### src/adc_pkg.sv
`timescale 1ns/1ps
`default_nettype none

package adc_pkg;

  localparam int          RESULT_WIDTH     = 16;
  localparam int          BYTE_WIDTH       = 8;
  localparam int          CHAN_WIDTH       = 2;
  localparam int          DIV_SEL_WIDTH    = 2;
  localparam int          DIV_COUNT_WIDTH  = 3;
  localparam int          PERIOD_WIDTH     = 5;
  // Clock periods per conversion; busy drops after the last one
  localparam logic [4:0]  CONVERSION_START_N_PERIODS     = 5'h12;
  // First period in which no result bit is decided
  localparam logic [4:0]  SAR_LAST_PERIOD  = 5'h10;
  localparam logic [15:0] TRIAL_MSB        = 16'h8000;
  localparam logic [15:0] RESULT_RESET     = 16'h0000;
  localparam logic [15:0] OE_FULL          = 16'hffff;
  localparam logic [15:0] OE_BYTE          = 16'h00ff;
  localparam logic [15:0] OE_NONE          = 16'h0000;
  localparam logic [1:0]  CHAN_RESET       = 2'h0;

  typedef enum logic [0:0] {
    ST_SAMPLE  = 1'h0,
    ST_CONVERT = 1'h1
  } conversion_start_n_state_type;

  typedef struct packed {
    conversion_start_n_state_type state;
    logic           conversion_start_n_prev;
    logic [1:0]     channel;
    logic [4:0]     periods;
    logic [15:0]    sar;
    logic [15:0]    trial;
    logic [15:0]    result;
    logic [15:0]    bus_data;
  } core_type;

  typedef struct packed {
    logic [2:0] count;
    logic       tick;
  } div_type;

endpackage : adc_pkg

module conversion_start_n_clock_divider
  import adc_pkg::*;
(
  // Clock and reset
  input  wire logic                     clk_i,
  input  wire logic                     rstn_i,
  // Control
  input  wire logic [DIV_SEL_WIDTH-1:0] clock_divide_select_i,
  input  wire logic                     restart_i,
  // Divided period marker
  output logic                          tick_o
);

  div_type                    r;
  div_type                    next_r;
  logic [DIV_COUNT_WIDTH-1:0] limit;
  logic [DIV_COUNT_WIDTH-1:0] gap;
  logic [DIV_SEL_WIDTH-1:0]   sel_d;
  logic                       restart_d;
  logic                       settled;

  // Binary code: 0 -> /1, 1 -> /2, 2 -> /4, 3 -> /8
  assign limit = DIV_COUNT_WIDTH'((4'h1 << clock_divide_select_i) - 4'h1);

  always_comb begin
    next_r = r;
    next_r.tick = 1'b0;
    if (restart_i) begin
      next_r.count = '0;
    end else if (r.count >= limit) begin
      next_r.count = '0;
      next_r.tick  = 1'b1;
    end else begin
      next_r.count = r.count + 3'h1;
    end
  end

  always_ff @(posedge clk_i) begin
    if (!rstn_i) begin
      r <= '0;
    end else begin
      r <= next_r;
    end
  end

  // Tick is given in the cycle its period ends; the register copy only
  // serves the period check below
  assign tick_o = next_r.tick;

  // Cycles since the previous tick, for checking only; a restart acts
  // like a registered tick, one cycle late
  always_ff @(posedge clk_i) begin
    if (!rstn_i || restart_d || r.tick) begin
      gap <= '0;
    end else begin
      gap <= gap + 3'h1;
    end
  end

  // A period is only judged when the select held since the last tick
  always_ff @(posedge clk_i) begin
    if (!rstn_i) begin
      restart_d <= 1'b0;
      sel_d     <= '0;
      settled   <= 1'b0;
    end else begin
      restart_d <= restart_i;
      sel_d     <= clock_divide_select_i;
      if (clock_divide_select_i != sel_d) begin
        settled <= 1'b0;
      end else if (r.tick) begin
        settled <= 1'b1;
      end
    end
  end
endmodule : conversion_start_n_clock_divider

`default_nettype wire

### src/adc_conversion_start_n_interface.sv
// What this block does
// - Host drives two channel-select inputs; device decodes them to pick an input.
// - Code high bit first: 00 input 0 up to 11 input 3.
// - Result bus lines stay high impedance while a conversion runs.
// - Device select is active low.
// - Read strobe is active low; data is driven while it and device select are low.
// - Conversion clock is divided by 1, 2, 4 or 8 from two select pins.
// - Falling edge of conversion start enters hold mode at once.
// - Rising edge of conversion start latches the channel for next conversion.
// - Busy rises when a conversion begins, falls when the result is ready.
// - Busy drops after the 18th divided clock period of a conversion.
// - Width select low gives a 16-bit bus, high an 8-bit bus.
// - Width select low: result bits 15..0 on bus lines 15..0.
// - Width select high: bits 15..8 on lines 7..0, changeable during read.
`timescale 1ns/1ps
`default_nettype none

module adc_conversion_start_n_interface
  import adc_pkg::*;
(
  // Clock and reset
  input  wire logic                     clk_i,
  input  wire logic                     rstn_i,
  // Host control pins
  input  wire logic                     channel_select_low_bit_i,
  input  wire logic                     channel_select_high_bit_i,
  input  wire logic [DIV_SEL_WIDTH-1:0] clock_divide_select_i,
  input  wire logic                     conversion_start_n_i,
  input  wire logic                     chip_select_n_i,
  input  wire logic                     read_n_i,
  input  wire logic                     byte_mode_i,
  // Host status and data pins
  output logic                          busy_o,
  output logic [RESULT_WIDTH-1:0]       parallel_result_bus_o,
  output logic [RESULT_WIDTH-1:0]       parallel_result_bus_oe_o,
  // Analog front end
  input  wire logic                     comparator_i,
  output logic                          hold_o,
  output logic [CHAN_WIDTH-1:0]         mux_channel_o,
  output logic [RESULT_WIDTH-1:0]       dac_code_o
);

  core_type r;
  core_type next_r;
  logic     tick;
  logic     conversion_start_n_fall;
  logic     conversion_start_n_rise;
  logic     conversion_start_n_start;
  logic     read_active;

  assign conversion_start_n_fall = r.conversion_start_n_prev && !conversion_start_n_i;
  assign conversion_start_n_rise = !r.conversion_start_n_prev && conversion_start_n_i;
  // Falling start edges inside a conversion are ignored and must not move the
  // divider phase either
  assign conversion_start_n_start = conversion_start_n_fall && r.state == ST_SAMPLE;

  conversion_start_n_clock_divider u_divider (
    .clk_i                 (clk_i),
    .rstn_i                (rstn_i),
    .clock_divide_select_i (clock_divide_select_i),
    .restart_i             (conversion_start_n_start),
    .tick_o                (tick)
  );

  always_comb begin
    next_r = r;
    next_r.conversion_start_n_prev = conversion_start_n_i;
    // Channel for the next conversion is taken on the release of start
    if (conversion_start_n_rise) begin
      next_r.channel = {channel_select_high_bit_i,
                        channel_select_low_bit_i};
    end
    unique case (r.state)
      ST_SAMPLE: begin
        if (conversion_start_n_fall) begin
          next_r.state   = ST_CONVERT;
          next_r.periods = '0;
          next_r.sar     = '0;
          next_r.trial   = TRIAL_MSB;
        end
      end
      ST_CONVERT: begin
        if (tick) begin
          next_r.periods = r.periods + 5'h1;
          // One result bit decided per period, most significant first
          if (r.periods < SAR_LAST_PERIOD) begin
            if (comparator_i) begin
              next_r.sar = r.sar | r.trial;
            end
            next_r.trial = r.trial >> 1;
          end
          if (r.periods + 5'h1 == CONVERSION_START_N_PERIODS) begin
            next_r.state  = ST_SAMPLE;
            next_r.result = r.sar;
          end
        end
      end
    endcase
    // Byte select is not latched; the lanes follow it every cycle
    if (byte_mode_i) begin
      next_r.bus_data = {{BYTE_WIDTH{1'b0}},
                         r.result[RESULT_WIDTH-1 -: BYTE_WIDTH]};
    end else begin
      next_r.bus_data = r.result;
    end
  end

  always_ff @(posedge clk_i) begin
    if (!rstn_i) begin
      r.state     <= ST_SAMPLE;
      r.conversion_start_n_prev <= 1'b1;
      r.channel   <= CHAN_RESET;
      r.periods   <= '0;
      r.sar       <= RESULT_RESET;
      r.trial     <= RESULT_RESET;
      r.result    <= RESULT_RESET;
      r.bus_data  <= RESULT_RESET;
    end else begin
      r <= next_r;
    end
  end

  // Drivers open only for a selected, active read outside a conversion
  assign read_active = !chip_select_n_i && !read_n_i
                       && r.state == ST_SAMPLE;

  always_comb begin
    if (!read_active) begin
      parallel_result_bus_oe_o = OE_NONE;
    end else if (byte_mode_i) begin
      parallel_result_bus_oe_o = OE_BYTE;
    end else begin
      parallel_result_bus_oe_o = OE_FULL;
    end
  end

  assign parallel_result_bus_o = r.bus_data;
  assign busy_o                = (r.state == ST_CONVERT);
  assign hold_o                = (r.state == ST_CONVERT);
  assign mux_channel_o         = r.channel;
  assign dac_code_o            = r.sar | r.trial;
endmodule : adc_conversion_start_n_interface

`default_nettype wire

### config.mk
export PLATFORM = sky130hd
export DESIGN_NAME = adc_conversion_start_n_interface
export DESIGN_NICKNAME = d
export VERILOG_FILES = /design/src/adc_pkg.sv /design/src/adc_conversion_start_n_interface.sv
export SDC_FILE = /design/constraint.sdc
export NUM_CORES = 1
export LEC_CHECK = 0
export ABC_CLOCK_PERIOD_IN_PS = 3500
export BUFFER_PORTS_ARGS = -buffer_cell sky130_fd_sc_hd__clkbuf_2
export CAP_MARGIN = 15
export CORE_AREA = 3 3 80 82
export DETAILED_ROUTE_END_ITERATION = 7
export DIE_AREA = 0 0 83 85
export PLACE_DENSITY = 0.85
export SYNTH_ARGS = -nofsm -noshare
export SYNTH_HDL_FRONTEND = slang
export SYNTH_SLANG_ARGS = --single-unit
export TNS_END_PERCENT = 10
### constraint.sdc
create_clock -name clk_i -period 3.5 [get_ports clk_i]
set_input_delay 0.175 -clock clk_i [delete_from_list [all_inputs] [get_ports clk_i]]
set_output_delay 0.175 -clock clk_i [all_outputs]
set_load 0.02 [all_outputs]
After elaboration in Yosys (flattened, before gate mapping)
Index checks and enable logic that the tools add are counted.
{ "word_totals": {"elab_cells": 54, "input_bits": 11, "out_inout_bits": 52, "register_bits": 76} }
{ "classes": {"add_sub_neg": 3, "mux": 15, "order_cmp": 2, "bitwise": 3, "reduce_logical": 15, "shifts": 1, "n_eq_ne": 5} }
{ "ops": {"columns": ["cell", "count"], "rows": [
  ["one-hot mux 37 bit (2 select lines)", 1],
  ["2-to-1 mux 16 bit", 4],
  ["2-to-1 mux 53 bit", 1],
  ["2-to-1 mux 37 bit", 1],
  ["2-to-1 mux 32 bit", 1],
  ["bitwise OR 16 bit", 1],
  ["2-to-1 mux 8 bit", 1],
  ["AND reduction 3 bit", 2],
  ["adder 5 x 1 -> 5 bit, second input constant", 1],
  ["equality test 5 bit, second input constant", 1],
  ["logical AND 1 bit", 5],
  ["< comparator 5 bit, second input constant", 1],
  ["2-to-1 mux 1 bit", 5],
  ["logical NOT 1 bit", 4],
  ["!= test 2 x 1 -> 1 bit, second input constant", 2],
  ["!= test 2 bit, second input constant", 2],
  ["AND reduction 4 bit", 1],
  ["adder 3 x 1 -> 3 bit, second input constant", 1],
  [">= comparator 3 bit", 1],
  ["OR reduction 3 bit", 1],
  ["<< shifter 1 x 2 -> 3 bit, first input constant", 1],
  ["subtractor 3 x 1 -> 3 bit, second input constant", 1],
  ["NOT 1 bit", 2],
  ["one-hot mux 1 bit (2 select lines)", 1],
  ["2 further kinds", 2]
]} }

Longest topological paths before layout
Gate-level depths: netlist of run 1.
{ "depth": {"ltp_word": 7, "mapped_depth": 9} }

Cells and area by module
A second synthesis of run 1 with hierarchy kept.
{ "hier_totals": {"hier_cells": 361, "hier_area_um2": 3325.7} }
{ "modules_own_cells": {"columns": ["mod", "area_per_inst_um2", "instances", "cells_each", "seq_area_each_um2"], "rows": [
  ["adc_conversion_start_n_interface", 3106.7, 1, 340, 1461.4],
  ["conversion_start_n_clock_divider", 219.0, 1, 21, 60.1]
]} }

Least setup slack after synthesis of run 1
OpenSTA, ideal clock, no wires.
{ "synth_timing": {"path_kind": "flip-flop to output port", "from": "register r, in the netlist busy_o", "to": "output port parallel_result_bus_oe_o[10]", "t_arrival_ns": 2.088, "path_stages_with_launch": 4, "slack_ns": 1.237, "t_required_ns": 3.325, "cell_sequence": "dfxtp_1 > buf_4 > nor4_1 > buf_4"} }
{ "synth_between": {"elab_chain_len": 3} }
{ "synth_lines": {"columns": ["item", "line", "source"], "rows": [
  ["from (decl)", "adc_conversion_start_n_interface.sv:43", "core_type r;"],
  ["from (signal assigned)", "adc_conversion_start_n_interface.sv:119", "r <= next_r;"],
  ["NOT 1 bit", null, null],
  ["logical AND 1 bit", "adc_conversion_start_n_interface.sv:125", "&& r.state == ST_SAMPLE;"],
  ["2-to-1 mux 16 bit", "adc_conversion_start_n_interface.sv:128", "if (!read_active) begin"],
  ["to (decl)", "adc_conversion_start_n_interface.sv:35", "output logic [RESULT_WIDTH-1:0] parallel_result_bus_oe_o,"]
]} }
Every way passes these cells.

Worst setup path in the final report of run 1
{ "layout_timing": {"from": "register u_divider.r[1] (netlist bit)", "to": "register r[49] (netlist bit)"} }
{ "layout_between": {"elab_chain_len": 5} }
{ "layout_lines": {"columns": ["item", "line", "source"], "rows": [
  ["from (decl)", "adc_pkg.sv:59", "div_type r;"],
  ["from (signal assigned)", "adc_pkg.sv:87", "r <= next_r;"],
  [">= comparator 3 bit", "adc_pkg.sv:75", "end else if (r.count >= limit) begin"],
  ["2-to-1 mux 1 bit", "adc_pkg.sv:75", null],
  ["2-to-1 mux 1 bit", "adc_pkg.sv:73", "if (restart_i) begin"],
  ["!= test 2 x 1 -> 1 bit (no line)", null, null],
  ["AND reduction 4 bit (no line)", null, null]
]} }
Every way passes these cells.
A chain may end at the register's enable or synchronous reset.

==> results of run 1 <==
[logic make-up (layout without fill, tap and decap cells)]
family / Yosys count / after routing / share of synthesized area [%]
buffers and inverters: 54 / 83 / 11.7
AO/OA/AOI/OAI: 47 / 47 / 12.3
adder cells (fa/ha/maj): 6 / 6 / 2.39
flip-flops: 76 / 76 / 48.4
multiplexers: 27 / 27 / 8.63
AND/OR/NAND/NOR: 99 / 99 / 15.8
XOR/XNOR: 3 / 3 / 0.835
[power by group through the flow]
stage | Sequential (mW) | Clock (mW) | Combinational (mW)
floorplan | 0.897 | 0 | 0.101
global placement | 0.900 | 0 | 0.111
detailed placement | 0.900 | 0 | 0.114
CTS | 0.880 | 0.611 | 0.114
global route | 0.881 | 0.647 | 0.125
finish | 0.880 | 0.602 | 0.113
[layout make-up]
cell class | instances | area (um^2)
multi-input cells | 182 | 1260
flip-flops and latches | 76 | 1520
clock inverters | 3 | 40.0
inverters | 5 | 21.3
clock buffers | 11 | 131
well taps | 75 | 93.8
fillers | 511 | 2420
repair buffers | 64 | 325
[registers in the layout, indices dropped and copies added (netlist names)]
signal and flops:
r 54, parallel_result_bus_o 16, u_divider.r 3, busy_o 1
mux_channel_o 2
[layout by cell type (no fill, tap or decap), types with 2 or more instances in the layout]
cell and instances:
a22o_1 31, buf_4 2, nand3_1 3, a21oi_2 2, clkbuf_1 2, a21oi_1 3, o21ai_1 2, clkinv_2 2
nor2_1 17, mux2i_1 26, and2_1 9, ha_1 6, inv_1 3, clkbuf_2 62, nand2_1 38, a31oi_1 2
or2_2 17, nor3_1 2, xor2_1 2, dfxtp_1 76, clkbuf_8 9, o21a_1 2, and3_1 4
[stage by stage]
stage	cell area [um^2]	total power, mW	setup WS (ns)	std cells	hold WS (ns)
6_report	3400	1.60	1.29	416	0.0597
3_3_place_gp	3220	1.01	1.22	402	0.404
4_1_cts	3400	1.61	1.28	416	0.0505
2_1_floorplan	3150	0.998	1.24	312	0.276
3_5_place_dp	3220	1.01	1.14	402	0.405
5_1_grt	3400	1.65	1.14	416	0.0933
[critical path, stage by stage, from the launching register on]
cell and delay (ns):
dfxtp_1 0.36, inv_1 0.06, ha_1 0.31, nor2b_4 0.05, o21a_4 0.23, nor4_4 0.12
buf_4 0.24, and3_1 0.56, a22o_1 0.22
[final timing paths]
check        depth (start not counted)     to  slack, ns            startpoint
max                                  8  r[49]       1.29        u_divider.r[1]
min                                  2  r[71]       0.06  conversion_start_n_i
max reg2reg                          8  r[49]       1.29        u_divider.r[1]
min reg2reg                          2  r[18]       0.46                 r[18]
[metal layers]
metal | vias to the layer above | GRT usage, % | part of all wire, %
li1 | 1079 | - | -
met1 | 976 | 20.4 | 47
met2 | 62 | 25.3 | 45
met3 | 11 | 4.56 | 6.1
met4 | 0 | 8.92 | 2.1
met5 | - | 0 | 0
==> flow_metrics.py, run 1 <==
metrics = {
    "sta": {
        "post-route-period-util_pct": 63.1,
        "timing.setup.tns_ns": 0,
        "layout_min_cycle_time_ns": 2.21,
        "max_freq_mhz": 453,
        "final.setup_skew_ns": 0.00783,
        "relSlewSlack_pct": 37.9,
        "tightest_slew_ns": 0.923,
        "finalSetupViolations": 0,
        "hold_viol_final": 0,
        "rsz0062_at_grt": "false",
        "final_max_slew_viol_count": 0,
    },
    "route": {
        "viasPerCell": 5.12,
        "drc_errors": 0,
        "via_count": 2128,
        "firstDrtPassIters": 6,
        "wirelength_um": 5360,
        "drt_iter0_markers": 91,
        "wl_per_cell_um": 12.9,
        "final_antenna_net_count": 0,
    },
    "synthesis": {
        "syn_avg_cell_area_um2": 10.1,
        "ys_top_cells_by_count": "dfxtp_1 (76), nand2_1 (38), buf_4 (37)",
        "synth_warnings": 0,
        "ys_ff_latch": 76,
        "netlist_top_cells_area": "dfxtp_1 (48%), buf_4 (8.8%), a22o_1 (8.6%)",
        "ys_seq_area_share_pct": 48.4,
        "netlist_area_um2": 3150,
        "async_reset_ff_share_pct": 0,
        "synth_top_cell_area_share_pct": 48.4,
        "synth_top_cell_by_area": "dfxtp_1",
        "synth_cell_types": 40,
        "synth.most_common_cell": "dfxtp_1",
        "synth_ff_type": "dfxtp_1",
        "synth-edff-count": 0,
        "syn-num-nets": 329,
        "synth_cells": 312,
    },
    "layout": {
        "drive_above_1_share_pct": 30.5,
        "final_util_pct": 58.4,
        "num_antenna_cells": 0,
        "area_growth_pct": 7.96,
        "nets": 355,
    },
    "global_routing": {
        "grt_usage_pct": 16.2,
        "grt_max_degree": 37,
        "grt_pass1_wl_um": 9350,
        "first_global_vias": 2053,
        "antenna_found_initial": 0,
        "grt-ovfl-total": 0,
    },
    "clocking": {
        "cts_buffers": 9,
        "postCtsResizedCells": 0,
        "cts_tree": "done",
        "cts_hold_buf": 0,
        "cts_setup_buffers": 0,
        "insertion_delay_ns": 0.34,
        "clock-sinks": 76,
        "cts-root-buf": "clkbuf_8",
        "htreeDepth": 3,
        "cts_buffer_depth": 2,
        "clkTransAtPathRegs_ns": 0.07,
    },
    "power": {
        "power_frac_seq_pct": 55.2,
        "p_sw_mw": 0.367,
        "max-vdd-ir-drop_mv": 0.198,
        "combPwrFrac_pct": 7.1,
        "p_per_area_nw_per_um2": 470,
        "pwr-share-clk_pct": 37.8,
        "swShare_pct": 23.0,
        "p_int_mw": 1.23,
        "p_leak_nw": 1.51,
    },
    "worst_hold_path": {
        "hold_class": "input pin to flop",
    },
    "die": {
        "start_util_pct": 54.1,
        "ioPinCount": 63,
        "core_um2": 5820,
        "die_y_um": 85,
        "rows": 28,
        "die_width_um": 83,
        "die_area_um2": 7060,
    },
    "setup_path": {
        "path_max_fanout": 16,
        "start_kind": "flop",
        "arrival_ns": 2.49,
        "worstSetupPathType": "flop to flop",
        "end_kind": "flop",
        "cp.required_ns": 3.78,
    },
    "job": {
        "max-cap-violations": 0,
    },
    "placement": {
        "gp_congestion": 0.756,
        "post-dp-hpwl_um": 3850,
        "io_buffers": 62,
    },
    "outcome": {
        "status": "finished, final reports clean",
    },
}
Note: power is estimated with default switching activity, not from simulation.
==> run 2: changes to the inputs <==
--- a/config.mk
+++ b/config.mk
@@ -5,13 +5,13 @@
 export SDC_FILE = /design/constraint.sdc
 export NUM_CORES = 1
 export LEC_CHECK = 0
-export ABC_CLOCK_PERIOD_IN_PS = 3500
+export ABC_CLOCK_PERIOD_IN_PS = 1800
 export BUFFER_PORTS_ARGS = -buffer_cell sky130_fd_sc_hd__clkbuf_2
 export CAP_MARGIN = 15
-export CORE_AREA = 3 3 80 82
+export CORE_AREA = 3 3 85 87
 export DETAILED_ROUTE_END_ITERATION = 7
-export DIE_AREA = 0 0 83 85
-export PLACE_DENSITY = 0.85
+export DIE_AREA = 0 0 88 90
+export PLACE_DENSITY = 0.8
 export SYNTH_ARGS = -nofsm -noshare
 export SYNTH_HDL_FRONTEND = slang
 export SYNTH_SLANG_ARGS = --single-unit
==> constraint.sdc (replaced) <==
create_clock -name clk_i -period 1.8 [get_ports clk_i]
set_input_delay 0.09 -clock clk_i [delete_from_list [all_inputs] [get_ports clk_i]]
set_output_delay 0.09 -clock clk_i [all_outputs]
set_load 0.02 [all_outputs]
==> run 2 against run 1 <==
  * Final cell count rose by 5.3%
  * Clock power grew 86%
  * Register-to-register slack worse by 1.2 ns
  * Utilization decreased by 0.78 points
  * Clock skew barely moved
  * Wire length grew 14%
  * Clock-buffer cell count is the same
  * Sequential share of layout area down 3.7 points
  * Largest power group unchanged
  * Highest routed layer unchanged
==> flow_metrics.py, run 2 (synthesis results as in run 1) <==
metrics = {
    "worst_hold_path": {
        "min_to": "parallel_result_bus_o[2]",
        "hold_depth": 3,
        "hold_class": "input pin to flop",
        "min_from": "rstn_i",
    },
    "die": {
        "rows": 29,
        "die_area_um2": 7920,
        "core_um2": 6420,
        "die_y_um": 90,
        "die_width_um": 88,
        "start_util_pct": 49.0,
        "ioPinCount": 63,
    },
    "route": {
        "viasPerCell": 5.11,
        "wirelength_um": 6110,
        "final_antenna_net_count": 0,
        "wl_per_cell_um": 13.9,
        "drc_errors": 0,
        "via_count": 2240,
        "drt_iter0_markers": 90,
        "firstDrtPassIters": 4,
    },
    "sta": {
        "finalSetupViolations": 0,
        "hold_viol_final": 0,
        "tightest_slew_ns": 0.381,
        "final.setup_skew_ns": 0.00797,
        "max_freq_mhz": 574,
        "final_max_slew_viol_count": 0,
        "relSlewSlack_pct": 74.4,
        "layout_min_cycle_time_ns": 1.74,
        "post-route-period-util_pct": 96.9,
    },
    "layout": {
        "drive_above_1_share_pct": 35.7,
        "fillerInstances": 554,
        "area_growth_pct": 17.6,
        "finalInstanceArea_um2": 3700,
        "nets": 374,
        "seqCellArea_um2": 1520,
        "mostFrequentLayoutCell": "dfxtp_1",
        "top_register": "r",
        "multi_input_area_um2": 1330,
        "num_antenna_cells": 0,
        "layout_common_cells": "dfxtp_1 (76), clkbuf_2 (62), nand2_1 (38), a22o_1 (31), mux2i_1 (26)",
        "largest_register_ffs": 54,
        "final_cells": 438,
    },
    "clocking": {
        "clkTransAtPathRegs_ns": 0.07,
        "insertion_delay_ns": 0.34,
        "cts_buffers": 9,
        "htreeDepth": 3,
        "cts_tree": "done",
        "clock-sinks": 76,
        "cts-root-buf": "clkbuf_8",
        "cts_buffer_depth": 2,
    },
    "placement": {
        "io_buffers": 62,
        "place_area_um2": 3350,
        "gp_congestion": 0.780,
        "numPlacedInstances": 416,
        "post-dp-hpwl_um": 4210,
    },
    "global_routing": {
        "grt_usage_pct": 16.0,
        "grt_max_degree": 36,
        "antenna_found_initial": 0,
        "grt-ovfl-total": 0,
        "grt_pass1_wl_um": 10100,
        "first_global_vias": 2127,
    },
    "power": {
        "p_leak_nw": 1.65,
        "finalPower_mw": 3.12,
        "max-vdd-ir-drop_mv": 0.441,
        "p_per_area_nw_per_um2": 843,
    },
    "job": {
        "max-cap-violations": 0,
    },
    "setup_path": {
        "start_kind": "flop",
        "path_max_fanout": 15,
        "worstSetupPathType": "flop to flop",
        "cp.required_ns": 2.04,
        "reg2regPathDepth": 8,
        "timing.rr.end": "r[38]",
        "ff2ff_setup_slack_ns": 0.06,
        "end_kind": "flop",
        "arrival_ns": 1.98,
        "r2r-start": "u_divider.r[1]",
    },
    "outcome": {
        "status": "finished, final reports clean",
    },
}
[run 2: cell types whose count changed in the layout (fill, tap and decap cells not counted), sizes merged]
cell / change
clkinv: +1
bufinv: -1
dlygate4sd3: +3
clkbuf: +2
buf: +14
clkinvlp: +1
[run 2: what timing repair did]
item / 4_1_cts / 5_1_grt
pin swaps: 1 / 3
cloned: 0 / 2
buffers inserted: 1 / 1
hold buffers: 3 / 0
endpoints found under the hold margin: 3 / 0
setup endpoints to repair: 27 / 55
resized for setup: 4 / 6
[run 2: stage by stage]
stage | utilization, % | hold WS [ns] | setup TNS (ns) | setup WS (ns)
floorplan | - | 0.191 | -0.283 | -0.0315
global placement | 52.1 | 0.314 | -3.44 | -0.166
detailed placement | 52.1 | 0.327 | -4.34 | -0.218
CTS | 55.9 | 0.0959 | 0 | 0.00120
global route | 57.6 | 0.128 | -0.00258 | -0.00258
finish | 57.6 | 0.109 | 0 | 0.0567
[run 2: critical path, stage by stage, from the launching register on]
cell     delay [ns]
dfxtp_1        0.34
inv_1          0.05
ha_1           0.31
nor2b_4        0.05
o21a_4         0.24
o21ai_4        0.19
a21oi_4        0.09
buf_12         0.15
a22o_1         0.23
[run 2: layout make-up]
class	count	share of cell area, %
flip-flops and latches	76	41.1
multi-input cells	182	36.0
repair buffers	83	15.2
clock buffers	11	3.82
well taps	77	2.60
clock inverters	4	0.710
inverters	5	0.575
[run 2: layer usage]
metal  vias up  part of all wire [%]  global-route usage (%)
li1       1125                     -                       -
met3        14                   4.9                    3.02
met5         -                     0                       0
met2        63                    45                    23.5
met4         0                   2.7                    9.08
met1      1038                    47                    21.8
[run 2: how the worst max path moves through the flow]
| stage | slack, ns | to | start |
|---|---|---|---|
| 4_1_cts | 0.001 | r[24] | u_divider.r[1] |
| 3_5_place_dp | -0.22 | r[38] | clock_divide_select_i[1] |
| 5_1_grt | -0.003 | r[38] | u_divider.r[1] |
| 2_1_floorplan | -0.03 | r[22] | clock_divide_select_i[1] |
| 3_3_place_gp | -0.17 | r[40] | clock_divide_select_i[1] |
| 6_report | 0.06 | r[38] | u_divider.r[1] |
[run 2: power breakdown]
group | total (mW) | switching, mW | internal [mW]
Sequential | 1.71 | 0.0149 | 1.69
Clock | 1.12 | 0.590 | 0.528
Combinational | 0.294 | 0.175 | 0.118
Total | 3.12 | 0.780 | 2.34
